===== src/include/pcg_map.svh =====
`ifndef PCG_MAP_SVH
`define PCG_MAP_SVH

// port geometry
`define PCG_PORT_W 8
`define PCG_ADDR_W 8

// register byte offsets on the AXI4-Lite slave
`define PCG_DIR_OFS 8'h00
`define PCG_ODR_OFS 8'h04
`define PCG_PIN_OFS 8'h08
`define PCG_PCR_OFS 8'h0C
`define PCG_STAT_OFS 8'h10

// reset values
`define PCG_DIR_RST 8'h00
`define PCG_ODR_RST 8'h00
`define PCG_PCR_RST 8'h00
`define PCG_OE_N_RST 8'hFF

// status register field positions
`define PCG_STAT_MODE7_BIT 0
`define PCG_STAT_STBY_BIT 1

// cycles after reset release before the mode strap is frozen
`define PCG_MODE_SETTLE 2'h3

// AXI responses
`define PCG_RESP_OKAY 2'h0
`define PCG_RESP_SLVERR 2'h2

`endif


===== src/include/pcg_pkg.sv =====
`include "pcg_map.svh"

package pcg_pkg;

   typedef enum logic [0:0] {WR_IDLE, WR_RESP} pcg_wr_e;
   typedef enum logic [0:0] {RD_IDLE, RD_DATA} pcg_rd_e;
   typedef enum logic [2:0] {SEL_NONE, SEL_DIR, SEL_ODR, SEL_PIN, SEL_PCR, SEL_STAT} pcg_sel_e;

   typedef logic [`PCG_PORT_W-1:0] pcg_byte_t;

   typedef struct packed {
      pcg_byte_t dir;
      pcg_byte_t odr;
      pcg_byte_t pcr;
      pcg_byte_t pin_meta;
      pcg_byte_t pin_sync;
      logic stby_meta;
      logic stby_sync;
      logic mode_meta;
      logic mode_sync;
      logic mode7;
      logic [1:0] mode_wait;
      pcg_wr_e wr_st;
      logic aw_have;
      logic w_have;
      logic [`PCG_ADDR_W-1:0] aw_addr;
      pcg_byte_t w_data;
      logic w_lane0;
      logic awready;
      logic wready;
      logic bvalid;
      logic [1:0] bresp;
      pcg_rd_e rd_st;
      logic arready;
      logic rvalid;
      logic [1:0] rresp;
      logic [31:0] rdata;
      pcg_byte_t pin_o;
      pcg_byte_t oe_n;
      pcg_byte_t pu;
   } pcg_state_s;

endpackage


===== src/hdl/pcg_pin.sv =====
// one pin of the port: chooses what drives it and whether its pull-up is on
module pcg_pin (
   input wire logic mode7_i,
   input wire logic dir_i,
   input wire logic data_i,
   input wire logic addr_i,
   input wire logic pcr_i,
   input wire logic stby_i,
   output logic drive_val_o,
   output logic drive_en_o,
   output logic pullup_o
);

   // standby releases the pin and kills the pull-up before anything else
   always_comb begin
      drive_val_o = 1'b0;
      drive_en_o = 1'b0;
      pullup_o = 1'b0;
      if (stby_i) begin
         pullup_o = 1'b0;
      end else if (dir_i) begin
         drive_en_o = 1'b1;
         // mode 7 drives the data register, mode 6 the address bit
         drive_val_o = mode7_i ? data_i : addr_i;
         pullup_o = 1'b0;
      end else begin
         // input role in either mode, pull-up purely software controlled
         pullup_o = pcr_i;
      end
   end

endmodule


===== src/hdl/pcg_top.sv =====
// Chosen here: the placing of the registers and the AXI4-Lite slave port.

`include "pcg_map.svh"

module pcg_top
   import pcg_pkg::*;
(
   input wire logic CORE_CLK_I,
   input wire logic RST_N_I,
   input wire logic MODE7_SEL_I,
   input wire logic HW_STBY_N_I,
   input wire logic [`PCG_PORT_W-1:0] EXT_ADDR_I,
   input wire logic [`PCG_PORT_W-1:0] PORT_PIN_I,
   output logic [`PCG_PORT_W-1:0] PORT_PIN_O,
   output logic [`PCG_PORT_W-1:0] PORT_PIN_OE_N_O,
   output logic [`PCG_PORT_W-1:0] PORT_PULLUP_EN_O,
   input wire logic [`PCG_ADDR_W-1:0] S_AXI_AWADDR_I,
   input wire logic S_AXI_AWVALID_I,
   output logic S_AXI_AWREADY_O,
   input wire logic [31:0] S_AXI_WDATA_I,
   input wire logic [3:0] S_AXI_WSTRB_I,
   input wire logic S_AXI_WVALID_I,
   output logic S_AXI_WREADY_O,
   output logic [1:0] S_AXI_BRESP_O,
   output logic S_AXI_BVALID_O,
   input wire logic S_AXI_BREADY_I,
   input wire logic [`PCG_ADDR_W-1:0] S_AXI_ARADDR_I,
   input wire logic S_AXI_ARVALID_I,
   output logic S_AXI_ARREADY_O,
   output logic [31:0] S_AXI_RDATA_O,
   output logic [1:0] S_AXI_RRESP_O,
   output logic S_AXI_RVALID_O,
   input wire logic S_AXI_RREADY_I
);

   // every register comes out of reset in a defined state, pins released
   localparam pcg_state_s PCG_RST_S = '{
      // register file
      dir: `PCG_DIR_RST,
      odr: `PCG_ODR_RST,
      pcr: `PCG_PCR_RST,
      // synchronisers and the mode strap
      pin_meta: 8'h00,
      pin_sync: 8'h00,
      stby_meta: 1'b0,
      stby_sync: 1'b0,
      mode_meta: 1'b0,
      mode_sync: 1'b0,
      mode7: 1'b0,
      mode_wait: 2'h0,
      // write channel
      wr_st: WR_IDLE,
      aw_have: 1'b0,
      w_have: 1'b0,
      aw_addr: 8'h00,
      w_data: 8'h00,
      w_lane0: 1'b0,
      awready: 1'b0,
      wready: 1'b0,
      bvalid: 1'b0,
      bresp: `PCG_RESP_OKAY,
      // read channel
      rd_st: RD_IDLE,
      arready: 1'b0,
      rvalid: 1'b0,
      rresp: `PCG_RESP_OKAY,
      rdata: 32'h0000_0000,
      // pads released: no drive, no pull-up
      pin_o: 8'h00,
      oe_n: `PCG_OE_N_RST,
      pu: 8'h00
   };

   // reset synchroniser, outside the state struct because it resets on the raw pin
   logic rst_meta_n;
   logic rst_sync_n;

   // whole-block state and its next value
   pcg_state_s s_reg;
   pcg_state_s s_next;

   // per-pin results of the function select and of the readback mux
   pcg_byte_t drv_val;
   pcg_byte_t drv_en;
   pcg_byte_t pu_req;
   pcg_byte_t pin_rd;

   // mode freeze and bus decode
   logic mode_frozen;
   pcg_sel_e wr_sel;
   pcg_sel_e rd_sel;

   // write channel handshake helpers
   logic aw_fire;
   logic w_fire;
   logic aw_got;
   logic w_got;
   logic [`PCG_ADDR_W-1:0] wr_addr;
   pcg_byte_t wr_data;
   logic wr_lane0;

   // address decode shared by the write and the read path
   // unmapped offsets fall through to none and are answered with an error
   function automatic pcg_sel_e reg_decode(input logic [`PCG_ADDR_W-1:0] addr);
      pcg_sel_e sel;
      sel = SEL_NONE;
      if (addr == `PCG_DIR_OFS) begin
         sel = SEL_DIR;
      end else if (addr == `PCG_ODR_OFS) begin
         sel = SEL_ODR;
      end else if (addr == `PCG_PIN_OFS) begin
         sel = SEL_PIN;
      end else if (addr == `PCG_PCR_OFS) begin
         sel = SEL_PCR;
      end else if (addr == `PCG_STAT_OFS) begin
         sel = SEL_STAT;
      end
      return sel;
   endfunction

   // reset release is synchronised; assertion stays asynchronous
   // the raw pin reaches only these two flops; all else resets on the released copy
   always_ff @(posedge CORE_CLK_I or negedge RST_N_I) begin
      if (!RST_N_I) begin
         rst_meta_n <= 1'b0;
         rst_sync_n <= 1'b0;
      end else begin
         rst_meta_n <= 1'b1;
         rst_sync_n <= rst_meta_n;
      end
   end

   // per-pin function select, one copy per bit
   // the address byte goes straight through: it comes from logic on this clock
   genvar gi;
   generate
      for (gi = 0; gi < `PCG_PORT_W; gi++) begin : g_pin
         pcg_pin u_pin (
            .mode7_i(s_reg.mode7),
            .dir_i(s_reg.dir[gi]),
            .data_i(s_reg.odr[gi]),
            .addr_i(EXT_ADDR_I[gi]),
            .pcr_i(s_reg.pcr[gi]),
            .stby_i(s_reg.stby_sync),
            .drive_val_o(drv_val[gi]),
            .drive_en_o(drv_en[gi]),
            .pullup_o(pu_req[gi])
         );
      end
   endgenerate

   // pin state readback, one mux per bit; a loaded output still reads what was written
   generate
      for (gi = 0; gi < `PCG_PORT_W; gi++) begin : g_rd
         assign pin_rd[gi] = s_reg.dir[gi] ? s_reg.odr[gi] : s_reg.pin_sync[gi];
      end
   endgenerate

   // handshakes seen this cycle; address and data may arrive in either order
   // a half taken early is held in the state until its partner arrives
   assign aw_fire = S_AXI_AWVALID_I & s_reg.awready;
   assign w_fire = S_AXI_WVALID_I & s_reg.wready;
   assign aw_got = s_reg.aw_have | aw_fire;
   assign w_got = s_reg.w_have | w_fire;
   assign wr_addr = aw_fire ? S_AXI_AWADDR_I : s_reg.aw_addr;
   assign wr_data = w_fire ? S_AXI_WDATA_I[7:0] : s_reg.w_data;
   assign wr_lane0 = w_fire ? S_AXI_WSTRB_I[0] : s_reg.w_lane0;
   assign wr_sel = reg_decode(wr_addr);
   assign rd_sel = reg_decode(S_AXI_ARADDR_I);
   // the strap is trusted only once its synchroniser has settled
   assign mode_frozen = (s_reg.mode_wait == `PCG_MODE_SETTLE);

   // next-state logic for the whole block
   always_comb begin
      // every field holds by default, so each branch names only what changes
      s_next = s_reg;

      // pins and straps come from outside the clock domain; only the second flop is read
      s_next.pin_meta = PORT_PIN_I;
      s_next.pin_sync = s_reg.pin_meta;
      s_next.stby_meta = ~HW_STBY_N_I;
      s_next.stby_sync = s_reg.stby_meta;
      s_next.mode_meta = MODE7_SEL_I;
      s_next.mode_sync = s_reg.mode_meta;

      // the mode strap is followed until the synchroniser has settled, then frozen;
      // a strap that moves later is ignored until the next reset
      if (!mode_frozen) begin
         s_next.mode_wait = s_reg.mode_wait + 2'h1;
         s_next.mode7 = s_reg.mode_sync;
      end

      // write channel: collect address and data, then one response
      case (s_reg.wr_st)
         WR_IDLE: begin
            s_next.aw_have = aw_got;
            s_next.w_have = w_got;
            if (aw_fire) begin
               s_next.aw_addr = S_AXI_AWADDR_I;
            end
            if (w_fire) begin
               s_next.w_data = S_AXI_WDATA_I[7:0];
               s_next.w_lane0 = S_AXI_WSTRB_I[0];
            end
            s_next.awready = ~aw_got;
            s_next.wready = ~w_got;
            // both halves held: the register and the answer both change on the next edge
            if (aw_got && w_got) begin
               s_next.bvalid = 1'b1;
               s_next.bresp = `PCG_RESP_OKAY;
               s_next.awready = 1'b0;
               s_next.wready = 1'b0;
               s_next.wr_st = WR_RESP;
               // only byte lane 0 carries register bits; upper lanes are ignored
               if (wr_sel == SEL_DIR) begin
                  if (wr_lane0) begin
                     s_next.dir = wr_data;
                  end
               end else if (wr_sel == SEL_ODR) begin
                  if (wr_lane0) begin
                     s_next.odr = wr_data;
                  end
               end else if (wr_sel == SEL_PCR) begin
                  if (wr_lane0) begin
                     s_next.pcr = wr_data;
                  end
               end else if (wr_sel == SEL_PIN) begin
                  // accepted and dropped so software sees no fault
                  s_next.bresp = `PCG_RESP_OKAY;
               end else if (wr_sel == SEL_STAT) begin
                  // status is read-only as well; the write is dropped the same way
                  s_next.bresp = `PCG_RESP_OKAY;
               end else begin
                  s_next.bresp = `PCG_RESP_SLVERR;
               end
            end
         end
         WR_RESP: begin
            // the readies come back only here, so a second write cannot overtake the answer
            if (S_AXI_BREADY_I) begin
               s_next.bvalid = 1'b0;
               s_next.aw_have = 1'b0;
               s_next.w_have = 1'b0;
               s_next.awready = 1'b1;
               s_next.wready = 1'b1;
               s_next.wr_st = WR_IDLE;
            end
         end
         default: begin
            // an unused encoding drops back to idle instead of locking the channel
            s_next.wr_st = WR_IDLE;
         end
      endcase

      // read channel: one address, one data beat, no overlap
      case (s_reg.rd_st)
         RD_IDLE: begin
            s_next.arready = 1'b1;
            if (S_AXI_ARVALID_I && s_reg.arready) begin
               s_next.arready = 1'b0;
               s_next.rvalid = 1'b1;
               s_next.rresp = `PCG_RESP_OKAY;
               // upper bits and unused fields read as zero
               s_next.rdata = 32'h0000_0000;
               s_next.rd_st = RD_DATA;
               if (rd_sel == SEL_DIR) begin
                  // write-only: a read returns zero rather than the setting
                  s_next.rdata = 32'h0000_0000;
               end else if (rd_sel == SEL_ODR) begin
                  s_next.rdata[7:0] = s_reg.odr;
               end else if (rd_sel == SEL_PIN) begin
                  // outputs read back the latch, inputs the synchronised pin
                  s_next.rdata[7:0] = pin_rd;
               end else if (rd_sel == SEL_PCR) begin
                  s_next.rdata[7:0] = s_reg.pcr;
               end else if (rd_sel == SEL_STAT) begin
                  s_next.rdata[`PCG_STAT_MODE7_BIT] = s_reg.mode7;
                  s_next.rdata[`PCG_STAT_STBY_BIT] = s_reg.stby_sync;
               end else begin
                  // unmapped offsets answer zero data with an error
                  s_next.rresp = `PCG_RESP_SLVERR;
               end
            end
         end
         RD_DATA: begin
            // the address ready returns only once the data beat is taken
            if (S_AXI_RREADY_I) begin
               s_next.rvalid = 1'b0;
               s_next.arready = 1'b1;
               s_next.rd_st = RD_IDLE;
            end
         end
         default: begin
            // an unused encoding drops back to idle instead of locking the channel
            s_next.rd_st = RD_IDLE;
         end
      endcase

      // pin drivers registered so the pads see clean edges
      // one clock from a register write to the pad, the same in both modes
      s_next.pin_o = drv_val;
      s_next.oe_n = ~drv_en;
      s_next.pu = pu_req;
   end

   // single state register; reset forces pull-ups off and pins released
   // no clock enable: every field moves on every edge, holding is done in s_next
   always_ff @(posedge CORE_CLK_I or negedge rst_sync_n) begin
      if (!rst_sync_n) begin
         s_reg <= PCG_RST_S;
      end else begin
         s_reg <= s_next;
      end
   end

   // outputs straight from the state register
   assign PORT_PIN_O = s_reg.pin_o;
   assign PORT_PIN_OE_N_O = s_reg.oe_n;
   assign PORT_PULLUP_EN_O = s_reg.pu;

   // bus handshakes and answers, also straight from flops
   assign S_AXI_AWREADY_O = s_reg.awready;
   assign S_AXI_WREADY_O = s_reg.wready;
   assign S_AXI_BRESP_O = s_reg.bresp;
   assign S_AXI_BVALID_O = s_reg.bvalid;
   assign S_AXI_ARREADY_O = s_reg.arready;
   assign S_AXI_RDATA_O = s_reg.rdata;
   assign S_AXI_RRESP_O = s_reg.rresp;
   assign S_AXI_RVALID_O = s_reg.rvalid;

endmodule


===== config.mk =====
export PLATFORM = sky130hd
export DESIGN_NAME = pcg_top
export DESIGN_NICKNAME = d
export VERILOG_FILES = /design/src/include/pcg_pkg.sv /design/src/hdl/pcg_pin.sv /design/src/hdl/pcg_top.sv
export VERILOG_INCLUDE_DIRS = /design/src /design/src/include
export SDC_FILE = /design/constraint.sdc
export NUM_CORES = 1
export LEC_CHECK = 0
export ABC_CLOCK_PERIOD_IN_PS = 3700
export BUFFER_PORTS_ARGS = -buffer_cell sky130_fd_sc_hd__buf_2
export CORE_MARGIN = 10
export CORE_UTILIZATION = 40
export DETAILED_ROUTE_END_ITERATION = 10
export RECOVER_POWER = 100
export SLEW_MARGIN = 15
export SYNTH_ARGS = -nofsm -noshare
export SYNTH_HDL_FRONTEND = slang
export SYNTH_SLANG_ARGS = --single-unit

===== constraint.sdc =====
create_clock -name CORE_CLK_I -period 3.7 [get_ports CORE_CLK_I]
set_input_delay 0.74 -clock CORE_CLK_I [delete_from_list [all_inputs] [get_ports CORE_CLK_I]]
set_output_delay 0.74 -clock CORE_CLK_I [all_outputs]
set_load 0.02 [all_outputs]

==> reports/metrics.csv <==
metric;value;unit
Post-Layout Cell Count;593;
global-route met3 utilization;0.0552;
most common cell after layout, fill and taps aside;dfrtp_1;
initial antenna violation count;1;
busiest layer in global routing;met2;
Seq cells post-synth;109;
num rows;40;
ant diodes;0;
routing usage on met1;0.162;
total negative slack;0;ns
average size of a mapped cell;12.6;sq um
worst path arrival time;2.68;ns
Final Hold Viols;0;
Die Wd;130;um
Max VDD drop;0.343;mV
Ports;142;
Initial Utilization;0.407;
vias in the first global route;3069;
Synth Instances;387;
period utilization;0.662;
Synth top area share;0.519;
Synth Flop Type;dfrtp_1;
Synth area leader;dfrtp_1;
Hold Path Class;in2async;
largest net degree at the start of global routing;66;
RD Place Congestion;0.778;
Net count, final;519;
CORE AREA;12000;sq um
htree depth;3;
status;finished clean;
Setup crit end kind;register;
sequential share of the synthesized area;0.562;
dpl hpwl;7350;um
DR iter-0 viols;207;
worst-margin pin slew;1.28;ns
DRC;0;
Crit Path Category;in2reg;
GRT overflow;0;
max FFs per register;58;
Post-CTS Hold Buffers;0;
leak pwr;2.45;nW
Worst-path clk slew;0.07;ns
routed wire length;10500;um
min cycle time layout;2.45;ns
Resized Gates After CTS;0;
Async SR Flop Fraction;1.00;
max-slew violation count;0;
top cells by area, synth;dfrtp_1 (52%), mux2_2 (9.9%), buf_4 (9.2%), mux2_4 (4.9%), dfstp_2 (4.3%);
Setup Viol. Count Final;0;
Die Area;17000;sq um
layout cells sized above 1;0.262;
# port buffers;88;
CTS buffer count;9;
EDFF count, synth;0;
Area Growth Syn to Fin;8.81;%
Rel. slew slack;0.144;
All-Layer GR Usage;0.127;
GR Util met2;0.197;
reg2reg setup slack;1.32;ns
first-pass GRT wire length;16500;um
clk root buf;clkbuf_16;
Setup crit start kind;input port;
Max clock buf depth;2;
CP max FO;10;
number of max-cap violations;0;
Yosys Warn Count;0;
fmax;408;MHz
post-CTS setup buffers;0;
via count;2878;
Pre-Repair DR Iteration Count;4;
Vias/cell;4.85;
clk_lat worst skew;0.35;ns
# placed instances;577;
PwrDens;623;nW/um^2
Yosys cell types;45;
data required time of the worst path;3.93;ns
unrepaired setup endpoints after global routing;no;
skew final;0.00615;ns
average wire per standard cell;17.8;um
clk sinks;109;
most frequent cells in the layout;dfrtp_1 (100), clkbuf_1 (46), buf_2 (45);
CTS tree;built;
Cell Area, Synth;4870;sq um
post-route ant nets;0;
die span in y;130;um
worst paths after layout:
kind,from,to,cells past startpoint
max in group asynchronous,rst_sync_n,PORT_PIN_O[2],1
worst min-delay path,RST_N_I,rst_sync_n,1
worst min register to register,s_next[100],s_reg[100],0
worst max-delay path,S_AXI_WVALID_I,s_reg[131],6
min in group CORE_CLK_I,s_next[100],s_reg[100],0
worst max register to register,S_AXI_WREADY_O,s_reg[131],5
routing by layer:
metal  wire, um  vias up  share of wire
li1           -     1345              -
met1       4680     1444           0.44
met2       4870       78           0.46
met3        876        9          0.083
met4        101        2         0.0096
met5          7        -        0.00066
synthesized netlist by cell type, types with 2 or more instances:
master	n
a22oi_1	2
mux2_2	43
or3_1	3
a211oi_1	2
o21ai_0	4
and3_1	2
o41ai_1	6
nor3_1	5
inv_1	4
nor2_1	29
nor3b_1	9
buf_2	2
buf_4	60
nor2b_1	3
clkbuf_1	8
nor4_4	2
dfstp_2	8
dfrtp_1	101
nand3_1	2
nand2_1	18
conb_1	2
buf_6	2
o22ai_1	4
o22a_1	2
a21oi_1	10
mux2_4	16
nand2b_1	12
mux2i_1	8
a22o_1	2
report_power, final:
part           leakage [nW]  switching, mW  internal, mW
clock network         0.162          0.427         0.631
logic                 0.932          0.354         0.307
registers              1.36          0.168          1.41
total                  2.45          0.950          2.35
cell families after synthesis:
logic type,after synthesis,share of synthesized area
flip-flops,109,0.562
AND/OR/NAND/NOR,91,0.101
buffers and inverters,77,0.109
multiplexers,67,0.165
AO/OA/AOI/OAI,39,0.0565
other,2,0.00154
adder cells (fa/ha/maj),1,0.00257
XOR/XNOR,1,0.00180
stage by stage:
step | util | power (mW) | setup WS [ns] | hold slack [ns] | area [sq um]
finish | 0.443 | 3.30 | 1.25 | 0.163 | 5300
CTS | 0.454 | 3.39 | 1.23 | 0.148 | 5430
floorplan | - | 2.16 | 0.453 | 0.331 | 4960
global route | 0.443 | 3.50 | 1.11 | 0.162 | 5300
detailed placement | 0.426 | 2.32 | 0.867 | 0.335 | 5100
global placement | 0.426 | 2.30 | 0.923 | 0.334 | 5100
final cells by class:
type	count	area (sq um)
flip-flops and latches	109	2740
clock buffers	11	253
multi-input cells	226	1630
inverters	4	15.0
fillers	1179	6660
repair buffers	91	398
clock inverters	5	81.3
well taps	147	184
worst max-delay path, stage by stage:
cell and delay (ns):
clkbuf_1 0.10, nand2_1 0.39, a31o_2 0.24, o221ai_1 0.16
or3_1 0.63, mux2_1 0.41
No activity file was read; power rests on OpenSTA's default activity.
